`config.mk`:
```
export PLATFORM = sky130hd
export DESIGN_NAME = aitl_core
export DESIGN_NICKNAME = d
export VERILOG_FILES = /design/src/design/aitl_pkg.sv /design/src/design/aitl_alu_if.sv /design/src/design/aitl_alu.sv /design/src/design/aitl_core.sv
export SDC_FILE = /design/constraint.sdc
export NUM_CORES = 1
export LEC_CHECK = 0
export BUFFER_PORTS_ARGS = -buffer_cell sky130_fd_sc_hd__buf_4
export CORE_UTILIZATION = 54
export DETAILED_ROUTE_END_ITERATION = 7
export HOLD_SLACK_MARGIN = 0.06
export PLACE_DENSITY = 0.91
export SETUP_SLACK_MARGIN = 0.15
export SLEW_MARGIN = 15
export SYNTH_ARGS = -nofsm -noshare
export SYNTH_HDL_FRONTEND = slang
export SYNTH_SLANG_ARGS = --single-unit
```
`constraint.sdc`:
```
create_clock -name REF_CLK_I -period 1.77 [get_ports REF_CLK_I]
set_clock_uncertainty 0.1 [all_clocks]
set_input_delay 0.531 -clock REF_CLK_I [delete_from_list [all_inputs] [get_ports REF_CLK_I]]
set_output_delay 0.531 -clock REF_CLK_I [all_outputs]
set_load 0.005 [all_outputs]
```
`src/design/aitl_pkg.sv`:
```
package aitl_pkg;

    // ----------------------------------------
    // Widths
    // ----------------------------------------
    localparam int DATA_W  = 32;
    localparam int OP_W    = 3;
    localparam int FORM_W  = 5;
    localparam int TGT_W   = 2;
    localparam int WAIT_W  = 4;
    localparam int SHORT_W = 2;
    localparam int LEN_W   = 3;
    localparam int CNT_W   = 8;

    // ----------------------------------------
    // Operations, operand forms, targets
    // ----------------------------------------
    typedef enum logic [OP_W-1:0] {
        OP_ADD  = 3'b000,
        OP_SUB  = 3'b001,
        OP_ADD_WITH_CARRY = 3'b010,
        OP_SUB_WITH_BORROW = 3'b011,
        OP_INC  = 3'b100,
        OP_DEC  = 3'b101,
        OP_CMP  = 3'b110
    } aitl_op_e;

    typedef enum logic [FORM_W-1:0] {
        F_A_RN       = 5'b00000, // accumulator, bank_byte_reg
        F_A_DIRECT_ADDR_8     = 5'b00001, // accumulator, direct_addr_8
        F_A_ATRI     = 5'b00010, // accumulator, at pointer_byte_reg
        F_A_IMM      = 5'b00011, // accumulator, 8-bit immediate
        F_RR_B       = 5'b00100, // file_byte_reg pair
        F_RR_W       = 5'b00101, // file_word_reg pair
        F_RR_D       = 5'b00110, // file_dword_reg pair
        F_R_IMM8     = 5'b00111,
        F_W_IMM16    = 5'b01000,
        F_D_IMM0     = 5'b01001, // zero_ext_imm16
        F_D_IMM1     = 5'b01010, // one_ext_imm16
        F_R_DIRECT_ADDR_8     = 5'b01011,
        F_W_DIRECT_ADDR_8     = 5'b01100,
        F_R_DIRECT_ADDR_16    = 5'b01101, // direct_addr_16
        F_W_DIRECT_ADDR_16    = 5'b01110,
        F_R_ATWR     = 5'b01111, // 64K indirect via word pointer
        F_R_ATDR     = 5'b10000, // 16M indirect via dword pointer
        F_INC_A      = 5'b10001,
        F_INC_RN     = 5'b10010,
        F_INC_DIRECT_ADDR_8   = 5'b10011,
        F_INC_ATRI   = 5'b10100,
        F_INC_R_SHT  = 5'b10101,
        F_INC_W_SHT  = 5'b10110,
        F_INC_D_SHT  = 5'b10111,
        F_INC_DATA_POINTER_REG   = 5'b11000  // data_pointer_reg by one
    } aitl_form_e;

    typedef enum logic [TGT_W-1:0] {
        TGT_INT = 2'b00, // on-chip, no penalty
        TGT_IO  = 2'b01, // I/O port
        TGT_SFR = 2'b10, // peripheral special function register
        TGT_EXT = 2'b11  // external memory
    } aitl_tgt_e;

    typedef enum logic [1:0] {
        WID_B = 2'b00,
        WID_W = 2'b01,
        WID_D = 2'b10
    } aitl_wid_e;

    typedef struct packed {
        logic [LEN_W-1:0] bin_len;
        logic [LEN_W-1:0] bin_st;
        logic [LEN_W-1:0] src_len;
        logic [LEN_W-1:0] src_st;
    } aitl_cost_s;

    // ----------------------------------------
    // Constants
    // ----------------------------------------
    localparam logic [SHORT_W-1:0] SHORT_CODE_1 = 2'h0;
    localparam logic [SHORT_W-1:0] SHORT_CODE_2 = 2'h1;
    localparam logic [SHORT_W-1:0] SHORT_CODE_4 = 2'h2;
    localparam logic [DATA_W-1:0]  VAL_ONE      = 32'h0000_0001;
    localparam logic [DATA_W-1:0]  VAL_TWO      = 32'h0000_0002;
    localparam logic [DATA_W-1:0]  VAL_FOUR     = 32'h0000_0004;
    localparam logic [15:0]        HI_ZEROS     = 16'h0000;
    localparam logic [15:0]        HI_ONES      = 16'hFFFF;
    localparam logic [CNT_W-1:0]   PEN_IO_DIR   = 8'h01;
    localparam logic [CNT_W-1:0]   PEN_SFR_DIR  = 8'h02;
    localparam logic [CNT_W-1:0]   PEN_IO_INC   = 8'h02;
    localparam logic [CNT_W-1:0]   PEN_SFR_INC  = 8'h03;
    localparam logic [CNT_W-1:0]   EXT_BASE     = 8'h02;
    localparam logic [CNT_W-1:0]   DEC_D_EXTRA  = 8'h01;
    localparam logic [CNT_W-1:0]   CNT_ONE      = 8'h01;
    localparam logic [CNT_W-1:0]   CNT_ZERO     = 8'h00;

    // ----------------------------------------
    // Base lengths and states per form
    // ----------------------------------------
    function automatic aitl_cost_s aitl_base_cost(input aitl_form_e f);
        case (f)
            F_A_RN:      return '{3'h1, 3'h1, 3'h2, 3'h2};
            F_A_DIRECT_ADDR_8:    return '{3'h2, 3'h1, 3'h2, 3'h1};
            F_A_ATRI:    return '{3'h1, 3'h2, 3'h2, 3'h3};
            F_A_IMM:     return '{3'h2, 3'h1, 3'h2, 3'h1};
            F_RR_B:      return '{3'h3, 3'h2, 3'h2, 3'h1};
            F_RR_W:      return '{3'h3, 3'h3, 3'h2, 3'h2};
            F_RR_D:      return '{3'h3, 3'h5, 3'h2, 3'h4};
            F_R_IMM8:    return '{3'h4, 3'h3, 3'h3, 3'h2};
            F_W_IMM16:   return '{3'h5, 3'h4, 3'h4, 3'h3};
            F_D_IMM0:    return '{3'h5, 3'h6, 3'h4, 3'h5};
            F_D_IMM1:    return '{3'h5, 3'h6, 3'h4, 3'h5};
            F_R_DIRECT_ADDR_8:    return '{3'h4, 3'h3, 3'h3, 3'h2};
            F_W_DIRECT_ADDR_8:    return '{3'h4, 3'h4, 3'h3, 3'h3};
            F_R_DIRECT_ADDR_16:   return '{3'h5, 3'h3, 3'h4, 3'h2};
            F_W_DIRECT_ADDR_16:   return '{3'h5, 3'h4, 3'h4, 3'h3};
            F_R_ATWR:    return '{3'h4, 3'h3, 3'h3, 3'h2};
            F_R_ATDR:    return '{3'h4, 3'h4, 3'h3, 3'h3};
            F_INC_A:     return '{3'h1, 3'h1, 3'h1, 3'h1};
            F_INC_RN:    return '{3'h1, 3'h1, 3'h2, 3'h2};
            F_INC_DIRECT_ADDR_8:  return '{3'h2, 3'h2, 3'h2, 3'h2};
            F_INC_ATRI:  return '{3'h1, 3'h3, 3'h2, 3'h4};
            F_INC_R_SHT: return '{3'h3, 3'h2, 3'h2, 3'h1};
            F_INC_W_SHT: return '{3'h3, 3'h2, 3'h2, 3'h1};
            F_INC_D_SHT: return '{3'h3, 3'h4, 3'h2, 3'h3};
            F_INC_DATA_POINTER_REG:  return '{3'h1, 3'h1, 3'h1, 3'h1};
            default:     return '0;
        endcase
    endfunction

endpackage

```
`src/design/aitl_alu_if.sv`:
```
`timescale 1ns/1ps
// Operands in, result and flags out of the arithmetic unit
interface aitl_alu_if;
    import aitl_pkg::*;
    aitl_op_e          op;
    aitl_wid_e         wid;
    logic [DATA_W-1:0] dest;
    logic [DATA_W-1:0] src;
    logic              cin;
    logic [DATA_W-1:0] res;
    logic              cout;
    logic              zero;
    logic              neg;
    logic              ovf;
    logic              wr;

    modport core (output op, wid, dest, src, cin,
                  input  res, cout, zero, neg, ovf, wr);
    modport alu  (input  op, wid, dest, src, cin,
                  output res, cout, zero, neg, ovf, wr);
endinterface

```
`src/design/aitl_alu.sv`:
```
`timescale 1ns/1ps
module aitl_alu
    import aitl_pkg::*;
(
    aitl_alu_if.alu bus
);

    // ----------------------------------------
    // Width helpers
    // ----------------------------------------
    function automatic logic [DATA_W-1:0] wmask(input logic [DATA_W-1:0] v,
                                                input aitl_wid_e w);
        case (w)
            WID_B:   return {24'h00_0000, v[7:0]};
            WID_W:   return {HI_ZEROS, v[15:0]};
            default: return v;
        endcase
    endfunction

    function automatic logic msb(input logic [DATA_W:0] v,
                                 input aitl_wid_e w);
        case (w)
            WID_B:   return v[7];
            WID_W:   return v[15];
            default: return v[31];
        endcase
    endfunction

    function automatic logic cbit(input logic [DATA_W:0] v,
                                  input aitl_wid_e w);
        case (w)
            WID_B:   return v[8];
            WID_W:   return v[16];
            default: return v[32];
        endcase
    endfunction

    // ----------------------------------------
    // Add / subtract datapath
    // ----------------------------------------
    always_comb begin
        logic [DATA_W:0] a;
        logic [DATA_W:0] b;
        logic [DATA_W:0] c;
        logic [DATA_W:0] r;
        logic            sub;
        a   = {1'b0, wmask(bus.dest, bus.wid)};
        b   = {1'b0, wmask(bus.src, bus.wid)};
        c   = '0;
        sub = (bus.op == OP_SUB) || (bus.op == OP_SUB_WITH_BORROW) ||
              (bus.op == OP_DEC) || (bus.op == OP_CMP);
        if (bus.op == OP_ADD_WITH_CARRY || bus.op == OP_SUB_WITH_BORROW) begin
            c = (DATA_W+1)'(bus.cin);
        end
        r = sub ? (a - b - c) : (a + b + c);
        bus.res  = wmask(r[DATA_W-1:0], bus.wid);
        bus.cout = cbit(r, bus.wid);
        bus.neg  = msb(r, bus.wid);
        bus.zero = (wmask(r[DATA_W-1:0], bus.wid) == '0);
        bus.ovf  = sub ?
            ((msb(a, bus.wid) != msb(b, bus.wid)) &&
             (msb(r, bus.wid) != msb(a, bus.wid))) :
            ((msb(a, bus.wid) == msb(b, bus.wid)) &&
             (msb(r, bus.wid) != msb(a, bus.wid)));
        bus.wr   = (bus.op != OP_CMP);
    end

endmodule

```
`src/design/aitl_core.sv`:
```
`timescale 1ns/1ps
module aitl_core
    import aitl_pkg::*;
(
    input  wire logic              REF_CLK_I,
    input  wire logic              RESET_N_I,
    input  wire logic              START_I,
    input  wire logic [OP_W-1:0]   OP_I,
    input  wire logic [FORM_W-1:0] FORM_I,
    input  wire logic              SRC_MODE_I,
    input  wire logic [TGT_W-1:0]  TARGET_I,
    input  wire logic [WAIT_W-1:0] WAIT_N_I,
    input  wire logic [SHORT_W-1:0] SHORT_I,
    input  wire logic              CARRY_I,
    input  wire logic [DATA_W-1:0] DEST_I,
    input  wire logic [DATA_W-1:0] SRC_I,
    output logic                   BUSY_O,
    output logic                   DONE_O,
    output logic                   ILLEGAL_O,
    output logic [LEN_W-1:0]       LEN_O,
    output logic [CNT_W-1:0]       STATES_O,
    output logic [DATA_W-1:0]      RESULT_O,
    output logic                   CARRY_O,
    output logic                   ZERO_O,
    output logic                   NEG_O,
    output logic                   OVF_O,
    output logic                   WRITE_O
);

    // ----------------------------------------
    // Types and declarations
    // ----------------------------------------
    typedef enum logic [0:0] {
        ST_IDLE = 1'b0,
        ST_EXEC = 1'b1
    } aitl_fsm_e;

    aitl_alu_if alu_bus ();

    aitl_op_e          op;
    aitl_form_e        form;
    aitl_tgt_e         tgt;
    aitl_cost_s        cost;
    logic              legal;
    logic [LEN_W-1:0]  len_sel;
    logic [CNT_W-1:0]  total_st;
    logic [DATA_W-1:0] src_opnd;

    aitl_fsm_e         state_r;
    aitl_fsm_e         state_nxt;
    logic [CNT_W-1:0]  cnt_r;
    logic [CNT_W-1:0]  cnt_nxt;
    logic              busy_r;
    logic              busy_nxt;
    logic              done_r;
    logic              done_nxt;
    logic              illegal_r;
    logic              illegal_nxt;
    logic [LEN_W-1:0]  len_r;
    logic [LEN_W-1:0]  len_nxt;
    logic [CNT_W-1:0]  states_r;
    logic [CNT_W-1:0]  states_nxt;
    logic [DATA_W-1:0] result_r;
    logic [DATA_W-1:0] result_nxt;
    logic [3:0]        flags_r;
    logic [3:0]        flags_nxt;
    logic              write_r;
    logic              write_nxt;

    // ----------------------------------------
    // Decode functions
    // ----------------------------------------
    // Which operand forms each operation accepts
    function automatic logic form_ok(input aitl_op_e o,
                                     input aitl_form_e f,
                                     input logic [SHORT_W-1:0] s);
        logic acc_f;
        logic reg_f;
        logic step_f;
        logic sht_f;
        acc_f  = (f <= F_A_IMM);
        reg_f  = (f >= F_RR_B) && (f <= F_R_ATDR);
        step_f = (f >= F_INC_A) && (f <= F_INC_DATA_POINTER_REG);
        sht_f  = (f >= F_INC_R_SHT) && (f <= F_INC_D_SHT);
        case (o)
            OP_ADD:  return acc_f || (reg_f && f != F_D_IMM1);
            OP_SUB:  return reg_f && f != F_D_IMM1;
            OP_ADD_WITH_CARRY,
            OP_SUB_WITH_BORROW: return acc_f;
            OP_INC:  return step_f && !(sht_f && s > SHORT_CODE_4);
            OP_DEC:  return step_f && f != F_INC_DATA_POINTER_REG &&
                            !(sht_f && s > SHORT_CODE_4);
            OP_CMP:  return reg_f;
            default: return 1'b0;
        endcase
    endfunction

    // Operand width of a form
    function automatic aitl_wid_e form_wid(input aitl_form_e f);
        case (f)
            F_RR_W, F_W_IMM16, F_W_DIRECT_ADDR_8, F_W_DIRECT_ADDR_16,
            F_INC_W_SHT, F_INC_DATA_POINTER_REG:           return WID_W;
            F_RR_D, F_D_IMM0, F_D_IMM1,
            F_INC_D_SHT:                       return WID_D;
            default:                           return WID_B;
        endcase
    endfunction

    // Extra states for port, peripheral and external accesses
    function automatic logic [CNT_W-1:0] penalty(input aitl_form_e f,
                                                 input aitl_tgt_e t,
                                                 input logic [WAIT_W-1:0] n);
        logic [CNT_W-1:0] ext;
        ext = CNT_W'(n) + EXT_BASE;
        case (f)
            F_A_DIRECT_ADDR_8, F_R_DIRECT_ADDR_8: begin
                if (t == TGT_IO) begin
                    return PEN_IO_DIR;
                end
                return (t == TGT_SFR) ? PEN_SFR_DIR : CNT_ZERO;
            end
            F_INC_DIRECT_ADDR_8: begin
                if (t == TGT_IO) begin
                    return PEN_IO_INC;
                end
                return (t == TGT_SFR) ? PEN_SFR_INC : CNT_ZERO;
            end
            F_R_DIRECT_ADDR_16, F_R_ATWR, F_R_ATDR: begin
                return (t == TGT_EXT) ? ext : CNT_ZERO;
            end
            F_W_DIRECT_ADDR_16: begin
                return (t == TGT_EXT) ? (ext + ext) : CNT_ZERO;
            end
            default: return CNT_ZERO;
        endcase
    endfunction

    // Value of the short step constant
    function automatic logic [DATA_W-1:0] short_val(
        input logic [SHORT_W-1:0] s);
        case (s)
            SHORT_CODE_2: return VAL_TWO;
            SHORT_CODE_4: return VAL_FOUR;
            default:      return VAL_ONE;
        endcase
    endfunction

    // ----------------------------------------
    // Request decode
    // ----------------------------------------
    assign op    = aitl_op_e'(OP_I);
    assign form  = aitl_form_e'(FORM_I);
    assign tgt   = aitl_tgt_e'(TARGET_I);
    assign legal = form_ok(op, form, SHORT_I);

    // Length and base states from the form table
    always_comb begin
        cost    = aitl_base_cost(form);
        len_sel = SRC_MODE_I ? cost.src_len : cost.bin_len;
        total_st = CNT_W'(SRC_MODE_I ? cost.src_st : cost.bin_st);
        if (form == F_INC_D_SHT && op == OP_DEC) begin
            total_st = total_st + DEC_D_EXTRA;
        end
        total_st = total_st + penalty(form, tgt, WAIT_N_I);
    end

    // Source operand, with immediate extension
    always_comb begin
        case (form)
            F_A_IMM, F_R_IMM8: src_opnd = {24'h00_0000, SRC_I[7:0]};
            F_W_IMM16:         src_opnd = {HI_ZEROS, SRC_I[15:0]};
            F_D_IMM0:          src_opnd = {HI_ZEROS, SRC_I[15:0]};
            F_D_IMM1:          src_opnd = {HI_ONES, SRC_I[15:0]};
            F_INC_R_SHT, F_INC_W_SHT,
            F_INC_D_SHT:       src_opnd = short_val(SHORT_I);
            F_INC_A, F_INC_RN, F_INC_DIRECT_ADDR_8,
            F_INC_ATRI, F_INC_DATA_POINTER_REG: src_opnd = VAL_ONE;
            default:           src_opnd = SRC_I;
        endcase
    end

    // ----------------------------------------
    // Arithmetic unit
    // ----------------------------------------
    assign alu_bus.op   = op;
    assign alu_bus.wid  = form_wid(form);
    assign alu_bus.dest = DEST_I;
    assign alu_bus.src  = src_opnd;
    assign alu_bus.cin  = CARRY_I;

    aitl_alu u_alu (
        .bus (alu_bus.alu)
    );

    // ----------------------------------------
    // Execution sequencer
    // ----------------------------------------
    // Next state, state counter and captured results
    always_comb begin
        state_nxt   = state_r;
        cnt_nxt     = cnt_r;
        busy_nxt    = busy_r;
        done_nxt    = 1'b0;
        illegal_nxt = illegal_r;
        len_nxt     = len_r;
        states_nxt  = states_r;
        result_nxt  = result_r;
        flags_nxt   = flags_r;
        write_nxt   = write_r;
        case (state_r)
            ST_IDLE: begin
                if (START_I && !legal) begin
                    done_nxt    = 1'b1;
                    illegal_nxt = 1'b1;
                    len_nxt     = '0;
                    states_nxt  = CNT_ZERO;
                    write_nxt   = 1'b0;
                end else if (START_I) begin
                    state_nxt   = ST_EXEC;
                    busy_nxt    = 1'b1;
                    cnt_nxt     = total_st;
                    illegal_nxt = 1'b0;
                    len_nxt     = len_sel;
                    states_nxt  = total_st;
                    result_nxt  = alu_bus.res;
                    flags_nxt   = {alu_bus.cout, alu_bus.zero,
                                   alu_bus.neg, alu_bus.ovf};
                    write_nxt   = alu_bus.wr;
                end
            end
            ST_EXEC: begin
                cnt_nxt = cnt_r - CNT_ONE;
                if (cnt_r <= CNT_ONE) begin
                    state_nxt = ST_IDLE;
                    busy_nxt  = 1'b0;
                    done_nxt  = 1'b1;
                end
            end
            default: begin
                state_nxt = ST_IDLE;
                busy_nxt  = 1'b0;
            end
        endcase
    end

    // Sequencer and result registers
    always_ff @(posedge REF_CLK_I or negedge RESET_N_I) begin
        if (!RESET_N_I) begin
            state_r   <= ST_IDLE;
            cnt_r     <= CNT_ZERO;
            busy_r    <= 1'b0;
            done_r    <= 1'b0;
            illegal_r <= 1'b0;
            len_r     <= '0;
            states_r  <= CNT_ZERO;
            result_r  <= '0;
            flags_r   <= '0;
            write_r   <= 1'b0;
        end else begin
            state_r   <= state_nxt;
            cnt_r     <= cnt_nxt;
            busy_r    <= busy_nxt;
            done_r    <= done_nxt;
            illegal_r <= illegal_nxt;
            len_r     <= len_nxt;
            states_r  <= states_nxt;
            result_r  <= result_nxt;
            flags_r   <= flags_nxt;
            write_r   <= write_nxt;
        end
    end

    // ----------------------------------------
    // Outputs
    // ----------------------------------------
    assign BUSY_O    = busy_r;
    assign DONE_O    = done_r;
    assign ILLEGAL_O = illegal_r;
    assign LEN_O     = len_r;
    assign STATES_O  = states_r;
    assign RESULT_O  = result_r;
    assign CARRY_O   = flags_r[3];
    assign ZERO_O    = flags_r[2];
    assign NEG_O     = flags_r[1];
    assign OVF_O     = flags_r[0];
    assign WRITE_O   = write_r;

endmodule

```
==> impl.org, run 1 <==
** Synthesis
- Average cell area after synthesis :: approximately 7.4 um^2
- Post-synth top flop :: sky130_fd_sc_hd__dfrtp_1
- For this run, asynchronously set or reset flops after synthesis account for 100%.
- Summing the sequential cell areas from Yosys gives 17.3% of the chip area.
- Yosys mapped the design onto 72 distinct sky130hd cell types.
- Synthesis inferred between 50 and 60 register bits.
- Yosys printed 0 warnings.
- Netlist area before placement :: about 8500 um^2
- Number of flops mapped to enable cells by yosys :: 0
- When the netlist entered floorplanning its net count stood at between 1k and 1.5k.
- Synth Instances :: between 1k and 1.5k

** Place
- Weighted congestion reported at the end of routability-driven placement :: 1.06
- Number of buffers added on ports :: around 130
- Final HPWL from detailed placement :: roughly 28000 um

** Global route
- The first global-routing pass estimated 110000 um of wire.
- The total overflow left after global routing is roughly 310.
- Largest net degree at the start of global routing :: 29
- Overall Global Routing Usage :: around 87%
- Via count of the first global-routing pass :: around 17k

** Floorplan
- From bottom edge to top edge, the die measures about 130 um.
- For this configuration, the core starts out at a cell density of between 50% and 60%.
- Number of placement rows :: 45
- Measured along the x axis, the die boundary spans 128 um.
- I/O pin cnt :: roughly 140

** Clock tree
- The clock tree synthesis step divided the H-tree into 3 levels.
- The cell sitting at the root of the clock tree is a sky130_fd_sc_hd__clkbuf_16.
- Clock tree synthesis inserted a total of 9 buffers.
- Number of sinks driven by the clock tree :: 59
- Buffer depth of the longest clock path :: 2

** Status
- The flow did not finish.
- The flow stopped in global routing (5_1_grt).
- The tool reported: "[ERROR GRT-0116] Global routing finished with congestion. Check the congestion regions in the DRC Viewer".
==> cell usage after synthesis, types with 11 or more instances <==
library cell	n	area, um^2
sky130_fd_sc_hd__a21o_1	20	150
sky130_fd_sc_hd__a21oi_1	88	440
sky130_fd_sc_hd__a31oi_1	17	106
sky130_fd_sc_hd__and2_1	33	206
sky130_fd_sc_hd__clkbuf_1	37	139
sky130_fd_sc_hd__dfrtp_1	59	1480
sky130_fd_sc_hd__ha_1	113	1410
sky130_fd_sc_hd__inv_1	110	413
sky130_fd_sc_hd__nand2_1	152	571
sky130_fd_sc_hd__nand2b_1	14	87.6
sky130_fd_sc_hd__nand3_1	23	115
sky130_fd_sc_hd__nand4_1	11	68.8
sky130_fd_sc_hd__nor2_1	82	308
sky130_fd_sc_hd__nor2b_1	17	106
sky130_fd_sc_hd__nor3_1	28	140
sky130_fd_sc_hd__o21a_1	24	180
sky130_fd_sc_hd__o21ai_0	70	350
sky130_fd_sc_hd__o31ai_1	17	128
sky130_fd_sc_hd__xnor2_1	44	385
sky130_fd_sc_hd__xor2_1	28	245
==> per-layer routing <==
metal,overflow,global-route usage (%)
met3,4,73.5
met4,121,95.3
met1,5,83.5
met5,2,34.4
met2,177,103
==> per-stage QoR <==
stage | std cells | setup slack (ps) | area (um^2) | setup TNS (ps)
after CTS | 1864 | -3670 | 14500 | -123590
after detailed placement | 1787 | -4120 | 12400 | -153410
after global placement | 1787 | -3650 | 12400 | -136110
after floorplan | 1159 | -3490 | 8930 | -116670
==> what timing repair did <==
item / CTS
setup buffers: 57
hold buffers: 1
pin swaps: 126
gates resized for setup: 277
endpoints found under the setup margin: 59
endpoints found under the hold margin: 25
gates cloned: 3
==> cell families after synthesis <==
| group | after synthesis | share of synthesized area [%] |
|---|---|---|
| AO/OA/AOI/OAI | 329 | 25.3 |
| multiplexers | 21 | 2.76 |
| flip-flops | 59 | 17.3 |
| adder cells (fa/ha/maj) | 118 | 17.7 |
| buffers and inverters | 159 | 7.11 |
| other | 1 | 0.0440 |
| AND/OR/NAND/NOR | 400 | 22.3 |
| XOR/XNOR | 72 | 7.39 |
==> inputs of run 2 (changes only) <==
--- a/config.mk
+++ b/config.mk
@@ -6,11 +6,9 @@
 export NUM_CORES = 1
 export LEC_CHECK = 0
 export BUFFER_PORTS_ARGS = -buffer_cell sky130_fd_sc_hd__buf_4
-export CORE_UTILIZATION = 54
+export CORE_UTILIZATION = 40
 export DETAILED_ROUTE_END_ITERATION = 7
-export HOLD_SLACK_MARGIN = 0.06
-export PLACE_DENSITY = 0.91
-export SETUP_SLACK_MARGIN = 0.15
+export PLACE_DENSITY_LB_ADDON = 0.15
 export SLEW_MARGIN = 15
 export SYNTH_ARGS = -nofsm -noshare
 export SYNTH_HDL_FRONTEND = slang
==> constraint.sdc (replaced) <==
create_clock -name REF_CLK_I -period 2.3 [get_ports REF_CLK_I]
set_clock_uncertainty 0.1 [all_clocks]
set_input_delay 0.69 -clock REF_CLK_I [delete_from_list [all_inputs] [get_ports REF_CLK_I]]
set_output_delay 0.69 -clock REF_CLK_I [all_outputs]
set_load 0.005 [all_outputs]
==> impl.org, run 2 <==
** Status
- The run finished, with violations left.
- The checks that failed: negative setup slack.

** Power
- Dividing total power by cell area gives a power density of just under 600 nW/um^2.
- Summing internal, switching and leakage power gives around 8.4 mW.
- The share of total power dissipated in the clock network is between 15 and 20%.
- Switch share :: 39.8%
- Combinational power share :: 63.6%
- For this design the total switching power over the nets is 3.35 mW.
- Peak VDD IR :: roughly 0.44 mV
- Per report_power, the sequential group accounts for 19.9% of the total.
- Leakage power :: ~7.1 nW
- Internal power :: between 5 and 6 mW

** Worst setup path
- STA classifies the critical path endpoint as a flip-flop.
- Number of cell instances on the worst register-to-register path :: 7
- Data arrives at the worst endpoint at approximately 5600 ps.
- The worst setup path is of the in -> reg kind.
- Required time reported for the critical path endpoint :: between 2000 and 2500 ps
- Startpoint class of the critical path :: input port
- The setup check on the worst reg-to-reg path leaves a slack of between 300 and 400 ps.
- Max Fanout on Critical Path :: 4

** Clock tree
- Root Buffer :: sky130_fd_sc_hd__clkbuf_16
- The number of buffers inserted during clock tree synthesis came to 9 (unchanged).
- The maximum clock path buffer count came to 2 (unchanged).
- The number of levels the H-tree was split into was 3 (unchanged).
- TritonCTS built the clock tree.
- Number of sinks driven by the clock tree :: 59 (unchanged)
- Clock-pin slew was measured on the worst setup and hold paths at ~60 ps.
- At the later pin of the worst-skew pair, clock insertion delay measures approximately 340 ps.

** Timing
- Transition time at the pin with the least slew margin :: around 580 ps
- The number of pins exceeding their max-slew limit in the final report came to 0.
- For the finished layout, the period the worst path requires is roughly 5400 ps.
- For the final routed database, the setup TNS stands at -99060 ps.
- The final number of hold-violating endpoints was 0.
- Setup violations remaining at the end of the flow were counted as a little under 60.
- In this run the tightest slew margin relative to its limit is about three fifths.
- Dividing the final minimum period by the clock period gives 234%.
- Post-route worst setup slack :: -3090 ps
- Peak Freq :: around 0.19 GHz
- Setup repair after global routing missed its margin :: yes

** Floorplan
- Starting utilization of the core area :: 40.7% (-15 points)
- Die Height :: 148 um (+16%)
- Die outline area :: around 22000 um^2
- I/O pin cnt :: 136 (unchanged)
- Core region area :: between 20000 and 25000 um^2
- Number of placement rows :: 53 (+18%)
- Horizontal die dimension :: 148 um (+16%)

** Global route
- Global routing used roughly 27% of the available tracks.
- Entering global routing, the biggest net connects 35 pins.
- The first global-routing pass estimated about 48000 um of wire.
- The number of antenna violations at the first check in global routing came to 0.
- The number of global-route vias before repair came to about 9.8k.
- Overflow after GRT :: 0

** Layout
- NumNets Final :: 1864
- The filler cells instantiated in the layout total 1773.
- The finished cells cover approximately 15000 um^2.
- Compared with the post-synthesis result, the final layout area differs by 71.0%.
- Number of antenna repair diodes :: 0
- The library cell used most frequently in the layout, excluding fill and tap cells, is sky130_fd_sc_hd__buf_4.
- Flip-flop count of the largest register after layout :: 32
- FF/Latch Area :: 1480 um^2
- The post-route netlist has 46.6% of its cells at a drive strength greater than 1.
- Summing all multi-input logic gate instances after layout gives ~7700 um^2.
- In the layout the commonest cells are sky130_fd_sc_hd__buf_4, sky130_fd_sc_hd__nand2_1, sky130_fd_sc_hd__inv_1.

** Synthesis
- Number of flops mapped to enable cells by yosys :: 0 (unchanged)
- Average cell area after synthesis :: 7.36 um^2 (unchanged)
- The number of instances in the synthesized netlist is 1159 (unchanged).
- The async set-reset flop share out of synthesis came to 100% (unchanged).
- Cell accounting for the most synthesized area :: sky130_fd_sc_hd__dfrtp_1
- The number of unique standard cell types used by synthesis is 72 (unchanged).
- The post-synthesis sequential area ratio was 17.3% (unchanged).
- By area the synthesized netlist is led by sky130_fd_sc_hd__dfrtp_1, sky130_fd_sc_hd__ha_1, sky130_fd_sc_hd__nand2_1, sky130_fd_sc_hd__a21oi_1, sky130_fd_sc_hd__inv_1.
- Count of synthesis-stage warnings from yosys :: 0 (unchanged)
- Netlist area before placement :: 8530 um^2 (unchanged)
- Top-count cell post-synth :: sky130_fd_sc_hd__nand2_1
- Net Count, Synth :: 1362 (unchanged)
- Synthesis-stage register bit count :: 59 (unchanged)
- Ranked by instance count, the synthesized netlist is headed by sky130_fd_sc_hd__nand2_1, sky130_fd_sc_hd__ha_1, sky130_fd_sc_hd__inv_1.
- Among all flip-flop cells after synthesis, the most frequent one is sky130_fd_sc_hd__dfrtp_1.
- The share of the synthesized area in the top cell type was 17.3% (unchanged).

** Drt
- Routed wire length :: slightly above 30000 um
- Once detail routing completed, the nets flagged for antenna violations numbered 0.
- Average wire length per cell after detail routing :: roughly 16 um
- Across all layers, the routed design uses 10.2k vias.
- Post-route DRC :: 0
- Number of design-rule violations left by the first detailed-router iteration :: roughly 380
- DRT Pass-1 Iters :: 5
- Dividing the detail-routed via count by the number of cells gives about 5.2.

** Place
- Final HPWL from detailed placement :: 23900 um (-14%)
- The count of input and output buffers is 134 (unchanged).
- The placer congestion estimate came to 0.934 (-12%).
- The total placed instance area came to 12800 um^2 (+2.8%).

** Min path
- The path class of the tightest hold or removal check is in -> async.

** Flow run
- Across the run, the number of max-cap violations was 0.
-- run 2: cell counts after synthesis --
Identical to the previous run, type by type.
-- run 2: logic make-up (layout without fill, tap and decap cells) --
logic type,after synthesis,in the layout,share of synthesized area (%)
other cells,1,1,0.0440
mux,21,21,2.76
simple gates,400,400,22.3
compound gates,329,329,25.3
flops,59,59,17.3
buf+inv,159,666,7.11
xor+xnor,72,72,7.39
fa+ha+maj,118,118,17.7
-- run 2: worst max-delay path, cell delays in order --
cell and delay (ps):
sky130_fd_sc_hd__buf_12 100, sky130_fd_sc_hd__inv_8 40, sky130_fd_sc_hd__ha_4 170, sky130_fd_sc_hd__nor4_4 290
sky130_fd_sc_hd__o31ai_2 80, sky130_fd_sc_hd__nand2_1 110, sky130_fd_sc_hd__nand2_2 80, sky130_fd_sc_hd__fa_2 570
sky130_fd_sc_hd__inv_2 60, sky130_fd_sc_hd__ha_4 150, sky130_fd_sc_hd__or2_4 240, sky130_fd_sc_hd__fa_2 350
sky130_fd_sc_hd__nand2b_4 160, sky130_fd_sc_hd__a2111oi_4 420, sky130_fd_sc_hd__buf_4 190, sky130_fd_sc_hd__o31ai_4 60
sky130_fd_sc_hd__o21a_1 210, sky130_fd_sc_hd__o31a_1 320, sky130_fd_sc_hd__a21oi_2 180, sky130_fd_sc_hd__xnor2_1 80
sky130_fd_sc_hd__nand2_1 70, sky130_fd_sc_hd__a21oi_2 60, sky130_fd_sc_hd__or4_1 500, sky130_fd_sc_hd__nor4_1 280
sky130_fd_sc_hd__a21o_1 110
-- run 2: per-stage QoR --
stage | setup WS [ps] | instances | util (%) | hold slack, ps
finish | -3090 | 1941 | 69.6 | 176
global route | -3310 | 1941 | 69.6 | 193
CTS | -3050 | 1926 | 66.5 | 187
detailed placement | -3550 | 1881 | 61.0 | 368
global placement | -3520 | 1881 | 61.0 | 362
floorplan | -3110 | 1159 | - | 294
-- run 2: final timing paths --
kind | startpoint | endpoint
worst max-delay path | FORM_I[0] | flags_r[2]$_DFFE_PN0P_
worst min-delay path | RESET_N_I | RESULT_O[24]$_DFFE_PN0P_
worst max register to register | state_r$_DFF_PN0_ | flags_r[2]$_DFFE_PN0P_
worst min register to register | STATES_O[3]$_DFFE_PN0P_ | STATES_O[3]$_DFFE_PN0P_
max in group asynchronous | RESET_N_I | RESULT_O[6]$_DFFE_PN0P_
min in group REF_CLK_I | STATES_O[3]$_DFFE_PN0P_ | STATES_O[3]$_DFFE_PN0P_
-- run 2: timing repair --
| action | in CTS | in global routing |
|---|---|---|
| resized for setup | 155 | 109 |
| pin swaps | 59 | 37 |
| endpoints found under the setup margin | 59 | 59 |
| hold buffers | 0 | 0 |
| cloned | 0 | 0 |
| setup buffers | 31 | 19 |
-- run 2: power by group through the flow --
stage | Clock, mW | Combinational, mW | Sequential (mW)
2_1_floorplan | 0 | 2.39 | 1.60
3_3_place_gp | 0 | 4.40 | 1.66
3_5_place_dp | 0 | 4.47 | 1.67
4_1_cts | 1.41 | 4.95 | 1.66
5_1_grt | 1.48 | 5.81 | 1.71
6_report | 1.39 | 5.36 | 1.68
-- run 2: final cells by class --
type	instances	share of cell area [%]
sequential	59	10.1
inverter	111	3.01
tap	275	2.36
timing repair buffer	539	29.4
clock inverter	7	0.523
multi-input combinational	941	53.0
clock buffer	9	1.54
-- run 2: layer usage --
layer | share of wire, % | wire length [um] | track usage [%]
met1 | 44 | 13400 | 35.4
met2 | 50 | 15100 | 48.4
met3 | 4.2 | 1290 | 2.90
met5 | 0 | 0 | 0
met4 | 2.2 | 662 | 5.57
Power figures use the tool's default switching activity.
